### src/logic/rtcx_pkg.sv
// Constants and carriers for the RTC register access block.
// Assumes a 25 MHz core clock and a 32.768 kHz oscillator pin.
package rtcx_pkg;

    // Host I/O ports
    localparam logic [15:0] PORT_STD_IDX  = 16'h0070;
    localparam logic [15:0] PORT_STD_DATA = 16'h0071;
    localparam logic [15:0] PORT_EXT_IDX  = 16'h0072;
    localparam logic [15:0] PORT_EXT_DATA = 16'h0073;

    // Bank geometry and standard bank index map
    localparam int IDX_W      = 7;
    localparam int BANK_DEPTH = 128;
    localparam logic [6:0] IDX_SEC       = 7'h00;
    localparam logic [6:0] IDX_ALM_SEC   = 7'h01;
    localparam logic [6:0] IDX_MIN       = 7'h02;
    localparam logic [6:0] IDX_ALM_MIN   = 7'h03;
    localparam logic [6:0] IDX_HOUR      = 7'h04;
    localparam logic [6:0] IDX_ALM_HOUR  = 7'h05;
    localparam logic [6:0] IDX_WEEKDAY   = 7'h06;
    localparam logic [6:0] IDX_DAY       = 7'h07;
    localparam logic [6:0] IDX_MONTH     = 7'h08;
    localparam logic [6:0] IDX_YEAR      = 7'h09;
    localparam logic [6:0] IDX_REG_A     = 7'h0a;
    localparam logic [6:0] IDX_REG_B     = 7'h0b;
    localparam logic [6:0] IDX_REG_C     = 7'h0c;
    localparam logic [6:0] IDX_REG_D     = 7'h0d;
    localparam logic [6:0] IDX_USER_BASE = 7'h0e;

    // Control register fields
    localparam int UIP_BIT  = 7;
    localparam int DV_LSB   = 4;
    localparam int DV_W     = 3;
    localparam int RS_LSB   = 0;
    localparam int RS_W     = 4;
    localparam int PIE_BIT  = 6;
    localparam int IRQF_BIT = 7;
    localparam int PF_BIT   = 6;
    localparam int ANY_LSB  = 6;
    localparam logic [1:0] ALARM_ANY = 2'h3;

    // Divider select patterns
    localparam logic [2:0] DV_NORMAL  = 3'h2;
    localparam logic [2:0] DV_BYP15   = 3'h5;
    localparam logic [2:0] DV_BYP10   = 3'h4;
    localparam logic [2:0] DV_BYP5    = 3'h3;
    localparam logic [1:0] DV_RST_MSB = 2'h3;
    localparam int DIV_W    = 15;
    localparam int SH_BYP5  = 5;
    localparam int SH_BYP10 = 10;
    localparam int SH_BYP15 = 15;

    // Periodic rate taps
    localparam logic [3:0] RS_NONE   = 4'h0;
    localparam logic [3:0] RS_SLOW1  = 4'h1;
    localparam logic [3:0] RS_SLOW2  = 4'h2;
    localparam logic [3:0] TAP_SLOW1 = 4'h6;
    localparam logic [3:0] TAP_SLOW2 = 4'h7;
    localparam logic [3:0] TAP_OFS   = 4'h2;

    // Update pending lead time, in oscillator ticks (rounded up)
    localparam longint OSC_HZ      = 64'h0000_0000_0000_8000;
    localparam longint UIP_LEAD_NS = 64'h0000_0000_0003_B920;
    localparam longint NS_PER_S    = 64'h0000_0000_3B9A_CA00;
    localparam longint LEAD_L =
        (UIP_LEAD_NS * OSC_HZ + NS_PER_S - 1) / NS_PER_S;
    localparam logic [3:0] UIP_LEAD_OSC = 4'(LEAD_L);
    localparam logic [DIV_W-1:0] PEND_START =
        DIV_W'((longint'(1) << DIV_W) - LEAD_L);
    localparam logic [3:0] UPD_HOLD_OSC = 4'h8;

    // Port selection and bus carriers
    typedef enum logic [2:0] {
        SEL_NONE, SEL_STD_IDX, SEL_STD_DATA, SEL_EXT_IDX, SEL_EXT_DATA
    } rtcx_sel_e;

    typedef struct packed {
        logic [15:0] addr;
        logic        wr;
        logic        rd;
        logic [7:0]  wdata;
        logic        pci;
    } rtcx_io_req_s;

    typedef struct packed {
        logic       ack;
        logic [7:0] rdata;
    } rtcx_io_rsp_s;

endpackage

### src/logic/rtcx_top.sv
// RTC register access: indexed standard and extended banks behind
// four host I/O ports, control register A and the divider chain.
// Assumes one-cycle request strobes in the core clock domain and a
// free running oscillator pin that is synchronised here.
//
// Summary of operation
// - Two indexed banks, standard and extended, 128 bytes each.
// - First 14 standard bytes: time and alarms, date, then A to D.
// - Extended RAM stays usable while the clock is disabled.
// - Host reaches everything through I/O ports 70h to 73h.
// - Ports 72h and 73h can be disabled and then ignore the host.
// - 72h write loads extended pointer; 73h moves data there.
// - Alarm byte C0h to FFh matches any time value.
// - Only PCI master cycles are served, ISA masters ignored.
// - Index map: time, alarms, date, A to D, user RAM 0Eh-7Fh.
// - Register A is never changed by any reset.
// - Update pending reads 1 when an update is near or running.
// - Pending clear guarantees no update for the lead interval.
// - Divider field 010 runs, 11x holds divider in reset.
// - Patterns 101, 100, 011 bypass 15, 10, 5 stages.
// - Rate field picks a tap; sets flag, interrupt if enabled.
// - 32.768 kHz oscillator divided down to one hertz.
`timescale 1ns/1ps
`default_nettype none
module rtcx_top (
    // Clock, reset and enable
    input  wire logic                   i_mclk,
    input  wire logic                   i_reset_n,
    input  wire logic                   i_ce,
    // Oscillator pin
    input  wire logic                   i_osc_32k,
    // Host I/O cycles
    input  wire rtcx_pkg::rtcx_io_req_s i_io_req,
    output var  rtcx_pkg::rtcx_io_rsp_s o_io_rsp,
    // Configuration
    input  wire logic                   i_rtc_enable,
    input  wire logic                   i_ext_enable,
    // Status and events
    output var  logic                   o_uip,
    output var  logic                   o_sec_tick,
    output var  logic                   o_periodic_irq,
    output var  logic                   o_alarm_match
);

    ////////////////////////////////////////////////////////////////
    // Declarations
    logic [7:0] std_ram [rtcx_pkg::BANK_DEPTH];
    logic [7:0] ext_ram [rtcx_pkg::BANK_DEPTH];
    logic [6:0] std_ptr_q;
    logic [6:0] ext_ptr_q;
    logic [6:0] rega_q;
    logic       osc_s1_q;
    logic       osc_s2_q;
    logic       osc_s3_q;
    logic       osc_tick;
    logic       pf_q;
    logic       per_tick;
    logic       periodic_irq_enable;
    logic       acc;
    logic       wr_go;
    logic       rd_go;
    logic [7:0] rd_data;
    logic [7:0] std_peek;
    logic [7:0] ext_peek;
    logic [7:0] regc_val;
    logic [6:0] req_idx;
    rtcx_pkg::rtcx_sel_e sel;

    ////////////////////////////////////////////////////////////////
    // Helpers

    // Alarm byte compare with wildcard
    function automatic logic alarm_hit(input logic [7:0] alm,
                                       input logic [7:0] tim);
        alarm_hit = (alm[7:rtcx_pkg::ANY_LSB] == rtcx_pkg::ALARM_ANY)
                    || (alm == tim);
    endfunction

    // Port address compare
    function automatic logic port_is(input logic [15:0] addr,
                                     input logic [15:0] port);
        port_is = (addr == port);
    endfunction

    ////////////////////////////////////////////////////////////////
    // Oscillator pin synchroniser and edge detect
    always_ff @(posedge i_mclk) begin
        if (!i_reset_n) begin
            osc_s1_q <= 1'h0;
            osc_s2_q <= 1'h0;
            osc_s3_q <= 1'h0;
        end else if (i_ce) begin
            osc_s1_q <= i_osc_32k;
            osc_s2_q <= osc_s1_q;
            osc_s3_q <= osc_s2_q;
        end
    end

    assign osc_tick = osc_s2_q && !osc_s3_q;

    ////////////////////////////////////////////////////////////////
    // Port decode
    always_comb begin
        acc = i_io_req.wr || i_io_req.rd;
        sel = rtcx_pkg::SEL_NONE;
        if (!acc || !i_io_req.pci) begin
            sel = rtcx_pkg::SEL_NONE;
        end else if (i_rtc_enable &&
                port_is(i_io_req.addr, rtcx_pkg::PORT_STD_IDX)) begin
            sel = rtcx_pkg::SEL_STD_IDX;
        end else if (i_rtc_enable &&
                port_is(i_io_req.addr, rtcx_pkg::PORT_STD_DATA)) begin
            sel = rtcx_pkg::SEL_STD_DATA;
        end else if (i_ext_enable &&
                port_is(i_io_req.addr, rtcx_pkg::PORT_EXT_IDX)) begin
            sel = rtcx_pkg::SEL_EXT_IDX;
        end else if (i_ext_enable &&
                port_is(i_io_req.addr, rtcx_pkg::PORT_EXT_DATA)) begin
            sel = rtcx_pkg::SEL_EXT_DATA;
        end
        wr_go = i_ce && i_reset_n && i_io_req.wr;
        rd_go = i_ce && i_reset_n && i_io_req.rd;
    end

    assign req_idx  = i_io_req.wdata[6:0];
    assign std_peek = std_ram[std_ptr_q];
    assign ext_peek = ext_ram[ext_ptr_q];
    assign periodic_irq_enable      = std_ram[rtcx_pkg::IDX_REG_B][rtcx_pkg::PIE_BIT];

    ////////////////////////////////////////////////////////////////
    // standard pointer at 70h
    always_ff @(posedge i_mclk) begin
        if (!i_reset_n) begin
            std_ptr_q <= '0;
        end else if (wr_go && sel == rtcx_pkg::SEL_STD_IDX) begin
            std_ptr_q <= req_idx;
        end
    end

    always_ff @(posedge i_mclk) begin
        if (!i_reset_n) begin
            ext_ptr_q <= '0;
        end else if (wr_go && sel == rtcx_pkg::SEL_EXT_IDX) begin
            ext_ptr_q <= req_idx;
        end
    end

    ////////////////////////////////////////////////////////////////
    // standard bank storage, battery backed
    // registers A and C held apart
    always_ff @(posedge i_mclk) begin
        if (wr_go && sel == rtcx_pkg::SEL_STD_DATA &&
                std_ptr_q != rtcx_pkg::IDX_REG_A &&
                std_ptr_q != rtcx_pkg::IDX_REG_C) begin
            std_ram[std_ptr_q] <= i_io_req.wdata;
        end
    end

    // extended bank, independent of RTC enable
    always_ff @(posedge i_mclk) begin
        if (wr_go && sel == rtcx_pkg::SEL_EXT_DATA) begin
            ext_ram[ext_ptr_q] <= i_io_req.wdata;
        end
    end

    always_ff @(posedge i_mclk) begin
        if (wr_go && sel == rtcx_pkg::SEL_STD_DATA &&
                std_ptr_q == rtcx_pkg::IDX_REG_A) begin
            rega_q <= i_io_req.wdata[6:0];
        end
    end

    ////////////////////////////////////////////////////////////////
    // Read data mux
    always_comb begin
        regc_val = '0;
        regc_val[rtcx_pkg::IRQF_BIT] = pf_q && periodic_irq_enable;
        regc_val[rtcx_pkg::PF_BIT]   = pf_q;
        rd_data = '0;
        case (sel)
            rtcx_pkg::SEL_STD_IDX: rd_data = {1'h0, std_ptr_q};
            rtcx_pkg::SEL_EXT_IDX: rd_data = {1'h0, ext_ptr_q};
            rtcx_pkg::SEL_EXT_DATA: rd_data = ext_peek;
            rtcx_pkg::SEL_STD_DATA: begin
                if (std_ptr_q == rtcx_pkg::IDX_REG_A) begin
                    rd_data = {o_uip, rega_q};
                end else if (std_ptr_q == rtcx_pkg::IDX_REG_C) begin
                    rd_data = regc_val;
                end else begin
                    rd_data = std_peek;
                end
            end
            default: rd_data = '0;
        endcase
    end

    // Answer one cycle after a claimed request
    always_ff @(posedge i_mclk) begin
        if (!i_reset_n) begin
            o_io_rsp <= '0;
        end else if (i_ce) begin
            o_io_rsp.ack   <= sel != rtcx_pkg::SEL_NONE;
            o_io_rsp.rdata <= i_io_req.rd ? rd_data : 8'h00;
        end
    end

    ////////////////////////////////////////////////////////////////
    // divider under register A control
    rtcx_divider u_divider (
        .i_mclk     (i_mclk),
        .i_reset_n  (i_reset_n),
        .i_ce       (i_ce),
        .i_run      (i_rtc_enable),
        .i_osc_tick (osc_tick),
        .i_dv       (rega_q[rtcx_pkg::DV_LSB +: rtcx_pkg::DV_W]),
        .i_rs       (rega_q[rtcx_pkg::RS_LSB +: rtcx_pkg::RS_W]),
        .o_sec_tick (o_sec_tick),
        .o_per_tick (per_tick),
        .o_uip      (o_uip)
    );

    ////////////////////////////////////////////////////////////////
    // periodic flag, set wins over read clear
    always_ff @(posedge i_mclk) begin
        if (!i_reset_n) begin
            pf_q <= 1'h0;
        end else if (i_ce) begin
            if (per_tick) begin
                pf_q <= 1'h1;
            end else if (rd_go && sel == rtcx_pkg::SEL_STD_DATA &&
                    std_ptr_q == rtcx_pkg::IDX_REG_C) begin
                pf_q <= 1'h0;
            end
        end
    end

    // Periodic interrupt when enabled
    always_ff @(posedge i_mclk) begin
        if (!i_reset_n) begin
            o_periodic_irq <= 1'h0;
        end else if (i_ce) begin
            o_periodic_irq <= pf_q && periodic_irq_enable;
        end
    end

    always_ff @(posedge i_mclk) begin
        if (!i_reset_n) begin
            o_alarm_match <= 1'h0;
        end else if (i_ce) begin
            o_alarm_match <=
                alarm_hit(std_ram[rtcx_pkg::IDX_ALM_SEC],
                          std_ram[rtcx_pkg::IDX_SEC]) &&
                alarm_hit(std_ram[rtcx_pkg::IDX_ALM_MIN],
                          std_ram[rtcx_pkg::IDX_MIN]) &&
                alarm_hit(std_ram[rtcx_pkg::IDX_ALM_HOUR],
                          std_ram[rtcx_pkg::IDX_HOUR]);
        end
    end

    ////////////////////////////////////////////////////////////////
    // Checks
    logic [7:0] alm_s;
    logic [7:0] alm_m;
    logic [7:0] alm_h;
    assign alm_s = std_ram[rtcx_pkg::IDX_ALM_SEC];
    assign alm_m = std_ram[rtcx_pkg::IDX_ALM_MIN];
    assign alm_h = std_ram[rtcx_pkg::IDX_ALM_HOUR];
endmodule
`default_nettype wire

### src/logic/rtcx_divider.sv
// Oscillator divider chain, update pending window and periodic tap.
// Assumes i_osc_tick is a one-cycle pulse already in the core domain.
`timescale 1ns/1ps
`default_nettype none
module rtcx_divider (
    // Clock and control
    input  wire logic       i_mclk,
    input  wire logic       i_reset_n,
    input  wire logic       i_ce,
    input  wire logic       i_run,
    // Time base and selects
    input  wire logic       i_osc_tick,
    input  wire logic [2:0] i_dv,
    input  wire logic [3:0] i_rs,
    // Events
    output var  logic       o_sec_tick,
    output var  logic       o_per_tick,
    output var  logic       o_uip
);
    logic [rtcx_pkg::DIV_W-1:0] cnt_q;
    logic [rtcx_pkg::DIV_W:0]   step;
    logic [rtcx_pkg::DIV_W:0]   sum;
    logic [3:0]                 hold_q;
    logic [3:0]                 tap;
    logic                       held;
    logic                       bypass;
    logic                       uip_d;
    logic                       per_d;

    ////////////////////////////////////////////////////////////////
    // Step size, hold state and tap selection
    always_comb begin
        step   = '0;
        bypass = 1'h0;
        case (i_dv)
            rtcx_pkg::DV_NORMAL: step = 16'h0001;
            rtcx_pkg::DV_BYP5: begin
                step   = 16'h0001 << rtcx_pkg::SH_BYP5;
                bypass = 1'h1;
            end
            rtcx_pkg::DV_BYP10: begin
                step   = 16'h0001 << rtcx_pkg::SH_BYP10;
                bypass = 1'h1;
            end
            rtcx_pkg::DV_BYP15: begin
                step   = 16'h0001 << rtcx_pkg::SH_BYP15;
                bypass = 1'h1;
            end
            default: step = '0;
        endcase
        sum = {1'h0, cnt_q} + step;
        held = (i_dv[2:1] == rtcx_pkg::DV_RST_MSB) || !i_run;
        if (i_rs == rtcx_pkg::RS_SLOW1) begin
            tap = rtcx_pkg::TAP_SLOW1;
        end else if (i_rs == rtcx_pkg::RS_SLOW2) begin
            tap = rtcx_pkg::TAP_SLOW2;
        end else begin
            tap = i_rs - rtcx_pkg::TAP_OFS;
        end
        per_d = i_osc_tick && !held && (i_rs != rtcx_pkg::RS_NONE)
                && sum[tap] && !cnt_q[tap];
        uip_d = !held && ((step == 16'h0001 &&
                cnt_q >= rtcx_pkg::PEND_START) ||
                hold_q != 4'h0 || bypass);
    end

    ////////////////////////////////////////////////////////////////
    // divide oscillator to seconds
    always_ff @(posedge i_mclk) begin
        if (!i_reset_n) begin
            cnt_q <= '0;
        end else if (i_ce) begin
            if (held) begin
                cnt_q <= '0;
            end else if (i_osc_tick) begin
                cnt_q <= sum[rtcx_pkg::DIV_W-1:0];
            end
        end
    end

    // Second and periodic pulses
    always_ff @(posedge i_mclk) begin
        if (!i_reset_n) begin
            o_sec_tick <= 1'h0;
            o_per_tick <= 1'h0;
        end else if (i_ce) begin
            o_sec_tick <= i_osc_tick && !held
                          && sum[rtcx_pkg::DIV_W];
            o_per_tick <= per_d;
        end
    end

    always_ff @(posedge i_mclk) begin
        if (!i_reset_n) begin
            hold_q <= 4'h0;
            o_uip  <= 1'h0;
        end else if (i_ce) begin
            o_uip <= uip_d;
            if (held) begin
                hold_q <= 4'h0;
            end else if (i_osc_tick && sum[rtcx_pkg::DIV_W]) begin
                hold_q <= rtcx_pkg::UPD_HOLD_OSC;
            end else if (i_osc_tick && hold_q != 4'h0) begin
                hold_q <= hold_q - 4'h1;
            end
        end
    end

    ////////////////////////////////////////////////////////////////
    // Checks
    logic [3:0] uip_osc_q;
    always_ff @(posedge i_mclk) begin
        if (!i_reset_n || !o_uip) begin
            uip_osc_q <= 4'h0;
        end else if (i_ce && i_osc_tick && uip_osc_q != 4'hf) begin
            uip_osc_q <= uip_osc_q + 4'h1;
        end
    end
endmodule
`default_nettype wire

### config.mk
export PLATFORM = sky130hd
export DESIGN_NAME = rtcx_top
export DESIGN_NICKNAME = d
export VERILOG_FILES = /design/src/logic/rtcx_pkg.sv /design/src/logic/rtcx_top.sv /design/src/logic/rtcx_divider.sv
export SDC_FILE = /design/constraint.sdc
export NUM_CORES = 2
export LEC_CHECK = 0
export BUFFER_PORTS_ARGS = -buffer_cell sky130_fd_sc_hd__buf_2
export CAP_MARGIN = 30
export CORE_MARGIN = 1.5
export CORE_UTILIZATION = 35
export CTS_CLUSTER_DIAMETER = 200
export DETAILED_ROUTE_END_ITERATION = 6
export RECOVER_POWER = 25
export REMOVE_ABC_BUFFERS = 1
export SLEW_MARGIN = 20
export SYNTH_ARGS = -nofsm -noshare
export SYNTH_HDL_FRONTEND = slang
export SYNTH_SLANG_ARGS = --single-unit
### constraint.sdc
create_clock -name i_mclk -period 7.27 [get_ports i_mclk]
set_clock_uncertainty 0.2 [all_clocks]
set_input_delay 0.727 -clock i_mclk [delete_from_list [all_inputs] [get_ports i_mclk]]
set_output_delay 0.727 -clock i_mclk [all_outputs]
set_load 0.01 [all_outputs]
---- Word-level counts from Yosys, hierarchy flattened ----
Memories as Yosys holds them, arrays and structs flattened. A register that Yosys moved wholly into a read port is not among the register bits.
Index checks and enable logic that the tools add are counted.
W data, S select, Z words.
storage, ports and cells
  register bits after elaboration ......... 58
  bits in writable memories ............... 2048
  bits of input ports ..................... 33
  output and inout port bits .............. 13
  word-level logic and storage cells ...... 134
  memories ................................ 2
operators by class
  add/sub/neg operators ................... 3
  magnitude comparators ................... 2
  equality and inequality tests ........... 26
  multiplexer cells ....................... 32
  reduce and logical (&&, ||, !) cells .... 53
memories
  memory   words  width  rd ports  clocked after Yosys merged registers in  wr ports  RTL line        source
  ext_ram  128    8      1         1                                        1         rtcx_top.sv:48  logic [7:0] ext_ram [rtcx_pkg::BANK_DEPTH];
  std_ram  128    8      8         1                                        1         rtcx_top.sv:47  logic [7:0] std_ram [rtcx_pkg::BANK_DEPTH];
operators by type and width
  cell                    number
  $eq A16 B7 Y1 const B   4
  $pmux W16 S4            1
  $pmux W8 S4             1
  $mux W15                2
  $logic_and A1 B1 Y1     29
  $mux W7                 4
  $eq A8 B8 Y1            3
  $mux W8                 3
  $mux W4                 5
  $add A15 B16 Y16        1
  $eq A16 B1 Y1 const B   1
  $ge A15 B15 Y1 const B  1
  $mux W3                 5
  $eq A7 B4 Y1 const B    2
  $ne A7 B4 Y1 const B    2
  $eq A3 B2 Y1 const B    4
  $eq A3 B3 Y1 const B    3
  $mux W1                 9
  $bmux W1 S4             2
  $eq A2 B2 Y1 const B    4
  $logic_or A1 B1 Y1      8
  $reduce_bool A4 Y1      2
  $logic_not A1 Y1        6
  $reduce_and A2 Y1       3
  9 further kinds         11

---- Longest topological paths before layout ----
  word-level depth ........................ 13
  depth in mapped cells ................... 13
  gate-level depth less buffers ........... 13

---- Hierarchy ----
From an unflattened synthesis, not the netlist that was laid out.
second synthesis, totals
  cells, all modules ...................... 4291
  area total of the unflattened synthesis .. 83583.9 µm²
by module, submodules not included
  module        instances  cells an instance  area an instance (µm²)  seq. area each (µm²)
  rtcx_top      1          4064               81872.3                 62570.0
  rtcx_divider  1          227                1711.6                  440.4

---- Least setup slack after synthesis ----
Ideal clock, no wire load.
  path kind ............................... input-to-reg
  from .................................... input port i_io_req[19] (netlist name)
  to ...................................... memory std_ram[54][0], enable pin
  data arrival time ....................... 2931 ps
  path slack .............................. 3768 ps
  stages on the path ...................... 10
  buffers on the path ..................... 2
  path through ............................ or4b_1 -> nor3_2 -> and2_4 -> and3_1 -> buf_4 -> nand2_4 -> nor2_8 -> nand3_4 -> buf_6 -> nor2_1
on the way
  longest elaborated chain between the ends .. 13
RTL lines
  element                               RTL line         source
  start, declared                       rtcx_top.sv:33   input wire rtcx_pkg::rtcx_io_req_s i_io_req,
  $eq A16 B7 Y1                         rtcx_top.sv:82   port_is = (addr == port);
  $logic_and A1 B1 Y1                   rtcx_top.sv:117  end else if (i_ext_enable &&
  $mux W3                               rtcx_top.sv:117
  $mux W3                               rtcx_top.sv:114  end else if (i_ext_enable &&
  $mux W3                               rtcx_top.sv:111  end else if (i_rtc_enable &&
  $mux W3 (*)                           rtcx_top.sv:108  end else if (i_rtc_enable &&
  $mux W3 (*)                           rtcx_top.sv:106  if (!acc || !i_io_req.pci) begin
  $eq A3 B2 Y1 (*)                      rtcx_top.sv:152  if (wr_go && sel == rtcx_pkg::SEL_STD_DATA &&
  $logic_and A1 B1 Y1 (*) (2 in a row)  rtcx_top.sv:152
  $logic_and A1 B1 Y1 (*)               rtcx_top.sv:153  std_ptr_q != rtcx_pkg::IDX_REG_A &&
  $mux W1 (*)                           rtcx_top.sv:152
  $mux W1 (implied by the code) (*)     rtcx_top.sv:155  std_ram[std_ptr_q] <= i_io_req.wdata;
  end, declared                         rtcx_top.sv:47
Mark *: on every way between the ends. The rest lies on a longest branch, timed or not.

==> results.txt <==
----------------------------------------------------
[GRT]
  Pin count of the biggest net entering global routing ... 142
  All-layer global routing usage ... 0.187
  Grt ovf ... 0
  Vias in the first global route ... 43534
  First-pass GRT wire length ... 329000 µm
  Initial antenna violation count ... 6

[Die]
  Total die area ... 243000 µm²
  Vert. Die Dim ... 493 µm
  Cell Rows ... 179
  Core region area ... 238000 µm²
  IO Pins ... 46
  Width of the die ... 493 µm
  Effective utilization at floorplan ... 0.353

[Finish]
  Area occupied by multi-input gates ... 19700 µm²
  Non-filler instance count after layout ... 7746
  Fraction of layout instances using a drive strength above 1 ... 0.209
  Share of the core filled with cells in the final layout ... 0.396
  Number of nets in the layout ... 4446
  Synthesis-to-layout area growth ... 12.4%
  Fillers ... 21083
  Register cell area after layout ... 63000 µm²

[Drt]
  Routed wire length on met2 ... 111000 µm
  Wire per inst ... 29.9 µm
  DR DRC count ... 0
  Average vias per placed instance ... 5.66
  Routed met3 length ... 19300 µm
  Detailed Route Iter0 Violations ... 5744
  Highest layer used for signal routing ... met5
  Length of routed wiring on met1 ... 93600 µm
  DR pass1 iterations ... 6
  ANT nets after route ... 0
  Total via count after detailed routing ... 43850
  Post-detailed-routing wire length ... 232000 µm

[Worst setup path]
  Worst setup path start ... i_io_req[2]
  Register-to-register setup slack ... 3.03 ns
  Kind of end point of the critical path ... register
  Capture instance of the worst register-to-register path ... o_io_rsp[6]
  Crit path kind ... primary input to register
  Logic depth of the worst register-to-register path ... 10
  Arrival time of the worst setup path ... 5.71 ns
  Worst-path fanout max ... 81
  Required time at the worst-slack endpoint ... 7.80 ns
  CP startpoint kind ... primary input

[Outcome]
  Failing checks ... max-capacitance violations, max-slew violations
  Run status ... finished, violations left

[Timing]
  Unrepaired setup endpoints after global routing ... no
  Max-slew headroom ... -2.36
  Upper clock frequency limit ... 0.193 GHz
  Final Max Slew Viols ... 554
  Shortest period the worst path allows ... 5.17 ns
  Final critical-path share of the clock period ... 0.712
  Tightest Pin Transition ... 5.03 ns
  Final number of hold-violating endpoints ... 0
  Number of setup violations in the final report ... 0

[Clocking]
  CTS sink cnt ... 2120
  Count of instances resized after the clock tree is built ... 0
  Maximum root-to-sink buffer count ... 3
  Hold bufs inserted after CTS ... 1
  Number of buffers created by CTS ... 205
  H-tree depth ... 4
  Post-CTS setup buffer count ... 0
  CTS tree ... done
  Buffer type at the clock tree root ... clkbuf_16
  Clock-pin slew on the worst setup and hold paths ... 0.06 ns
  Worst-Skew Late Latency ... 0.85 ns

[Pwr]
  Power per cell area ... 258 nW/µm²
  Power after layout ... 0.0243 W
  Internal power of the cells ... 0.0194 W
  Worst vdd ir ... 0.000279 V
  Part of the total power dissipated in the clock network ... 0.437
  Switching component of the power ... 0.00490 W
  Share of total power in sequential cells ... 0.551
  Standby leakage power ... 27.8 nW
  Comb power frac ... 0.012
  Switching power share of the total ... 0.201

[Place]
  Count of input and output buffers ... 45
  Half-perimeter wire length after detailed placement ... 143000 µm
  Number of placed instances, taps included ... 7360
  Weighted congestion reported at the end of routability-driven placement ... 0.869

[Logic synthesis]
  Share of the synthesized area in the top cell type ... 0.734
  Number of distinct library cells after synthesis ... 91
  Leading cell types by count after synthesis ... edfxtp_1, mux4_2, nor2_1
  Number of standard cells after synthesis ... 4290
  Yosys reg bits ... 2120
  Proportion of synthesized chip area in sequential cells ... 0.750
  Number of warnings printed during yosys synthesis ... 0
  Top area cells in the synthesized netlist ... edfxtp_1, mux4_2, mux2i_1, dfxtp_1, nor2_1
  Library cell with the highest instance count after synthesis ... edfxtp_1
  Synthesized area divided by synthesized cell count ... 19.6 µm²
  Number of enable-type register cells in the synthesized netlist ... 2055
  Predominant post-synthesis flop cell ... edfxtp_1
  Total standard cell area after synthesis ... 84000 µm²
  Async set-or-reset flop fraction in the synthesized netlist ... 0
  Library cell with the largest summed area after synthesis ... edfxtp_1

[Min path]
  Class of the tightest hold or removal check ... primary input to register
  Worst Min Path Start ... i_io_req[9]

[Job]
  Maxcap violations ... 8

----------------------------------------------------
==> power by group through the flow <==
stage,sequential [W],clock (W),combinational [W]
5_1_grt,0.0134,0.0112,0.000318
3_3_place_gp,0.0137,0,0.000305
6_report,0.0134,0.0106,0.000298
2_1_floorplan,0.0137,0,0.0000230
4_1_cts,0.0134,0.0108,0.000306
3_5_place_dp,0.0137,0,0.000309
==> how the worst min path moves through the flow <==
stage,endpoint,slack (ns),depth (start not counted)
floorplan,u_divider.hold_q[0],0.24,2
global placement,o_io_rsp[8],0.25,2
detailed placement,o_periodic_irq,0.26,2
CTS,u_divider.o_per_tick,0.04,2
global route,pf_q,0.15,4
finish,pf_q,0.18,4
==> cell usage in the layout (no fill, tap or decap), types with 50 or more instances in the layout <==
cell type	instances
edfxtp_1	2055
mux4_2	471
nor2_1	343
clkbuf_16	209
mux2i_1	150
nand2_1	128
a22oi_1	99
a21oi_1	87
nand3_1	78
buf_4	57
dfxtp_1	56
o21ai_0	55
a221oi_1	50
==> layout make-up <==
type | count | area share
flip-flops and latches | 2120 | 0.667
multi-input cells | 1934 | 0.208
clock buffers | 244 | 0.0571
diodes | 1 | 0.0000265
clock inverters | 136 | 0.0135
repair buffers | 125 | 0.0113
inverters | 19 | 0.000755
well taps | 3167 | 0.0419
==> kinds of logic after synthesis <==
kind of cell | count (synthesis) | share of synthesized area
simple gates | 791 | 0.0451
flops | 2120 | 0.750
mux | 634 | 0.146
buf+inv | 251 | 0.0172
xor+xnor | 32 | 0.00334
fa+ha+maj | 8 | 0.00119
other cells | 1 | 0.0000446
compound gates | 453 | 0.0376
==> worst max-delay path, stage by stage <==
cell and delay [ns]:
clkbuf_1 3.30, buf_4 1.07, nand3_1 0.14, a21oi_1 0.23
==> per-stage QoR <==
stage / setup TNS, ns / hold slack [ns] / setup slack, ns / instance area, µm²
finish: 0 / 0.181 / 2.10 / 94500
global route: 0 / 0.148 / 1.83 / 94500
CTS: 0 / 0.0403 / 3.00 / 94500
detailed placement: 0 / 0.258 / 2.36 / 87800
global placement: 0 / 0.252 / 2.06 / 87800
floorplan: -32.58 / 0.241 / -4.31 / 82700
==> state kept, by name, summed over array words and instances, names as in the netlist, named ones only <==
signal and cells:
osc_s1_q 1, rega_q 7, std_ptr_q 7, u_divider.o_sec_tick 1, std_ram 1024, pf_q 1
o_periodic_irq 1, ext_ram 1024, u_divider.o_uip 1, o_alarm_match 1, ext_ptr_q 7, o_io_rsp 9
osc_s2_q 1, osc_s3_q 1, u_divider.o_per_tick 1, u_divider.cnt_q 15, u_divider.hold_q 4
==> per-layer routing <==
layer  GRT usage  up-vias
met1       0.257    23231
met5           0        -
met4      0.0605        2
met3      0.0370      391
li1            -    17952
met2       0.300     2274
Note: power is estimated with default switching activity, not from simulation.
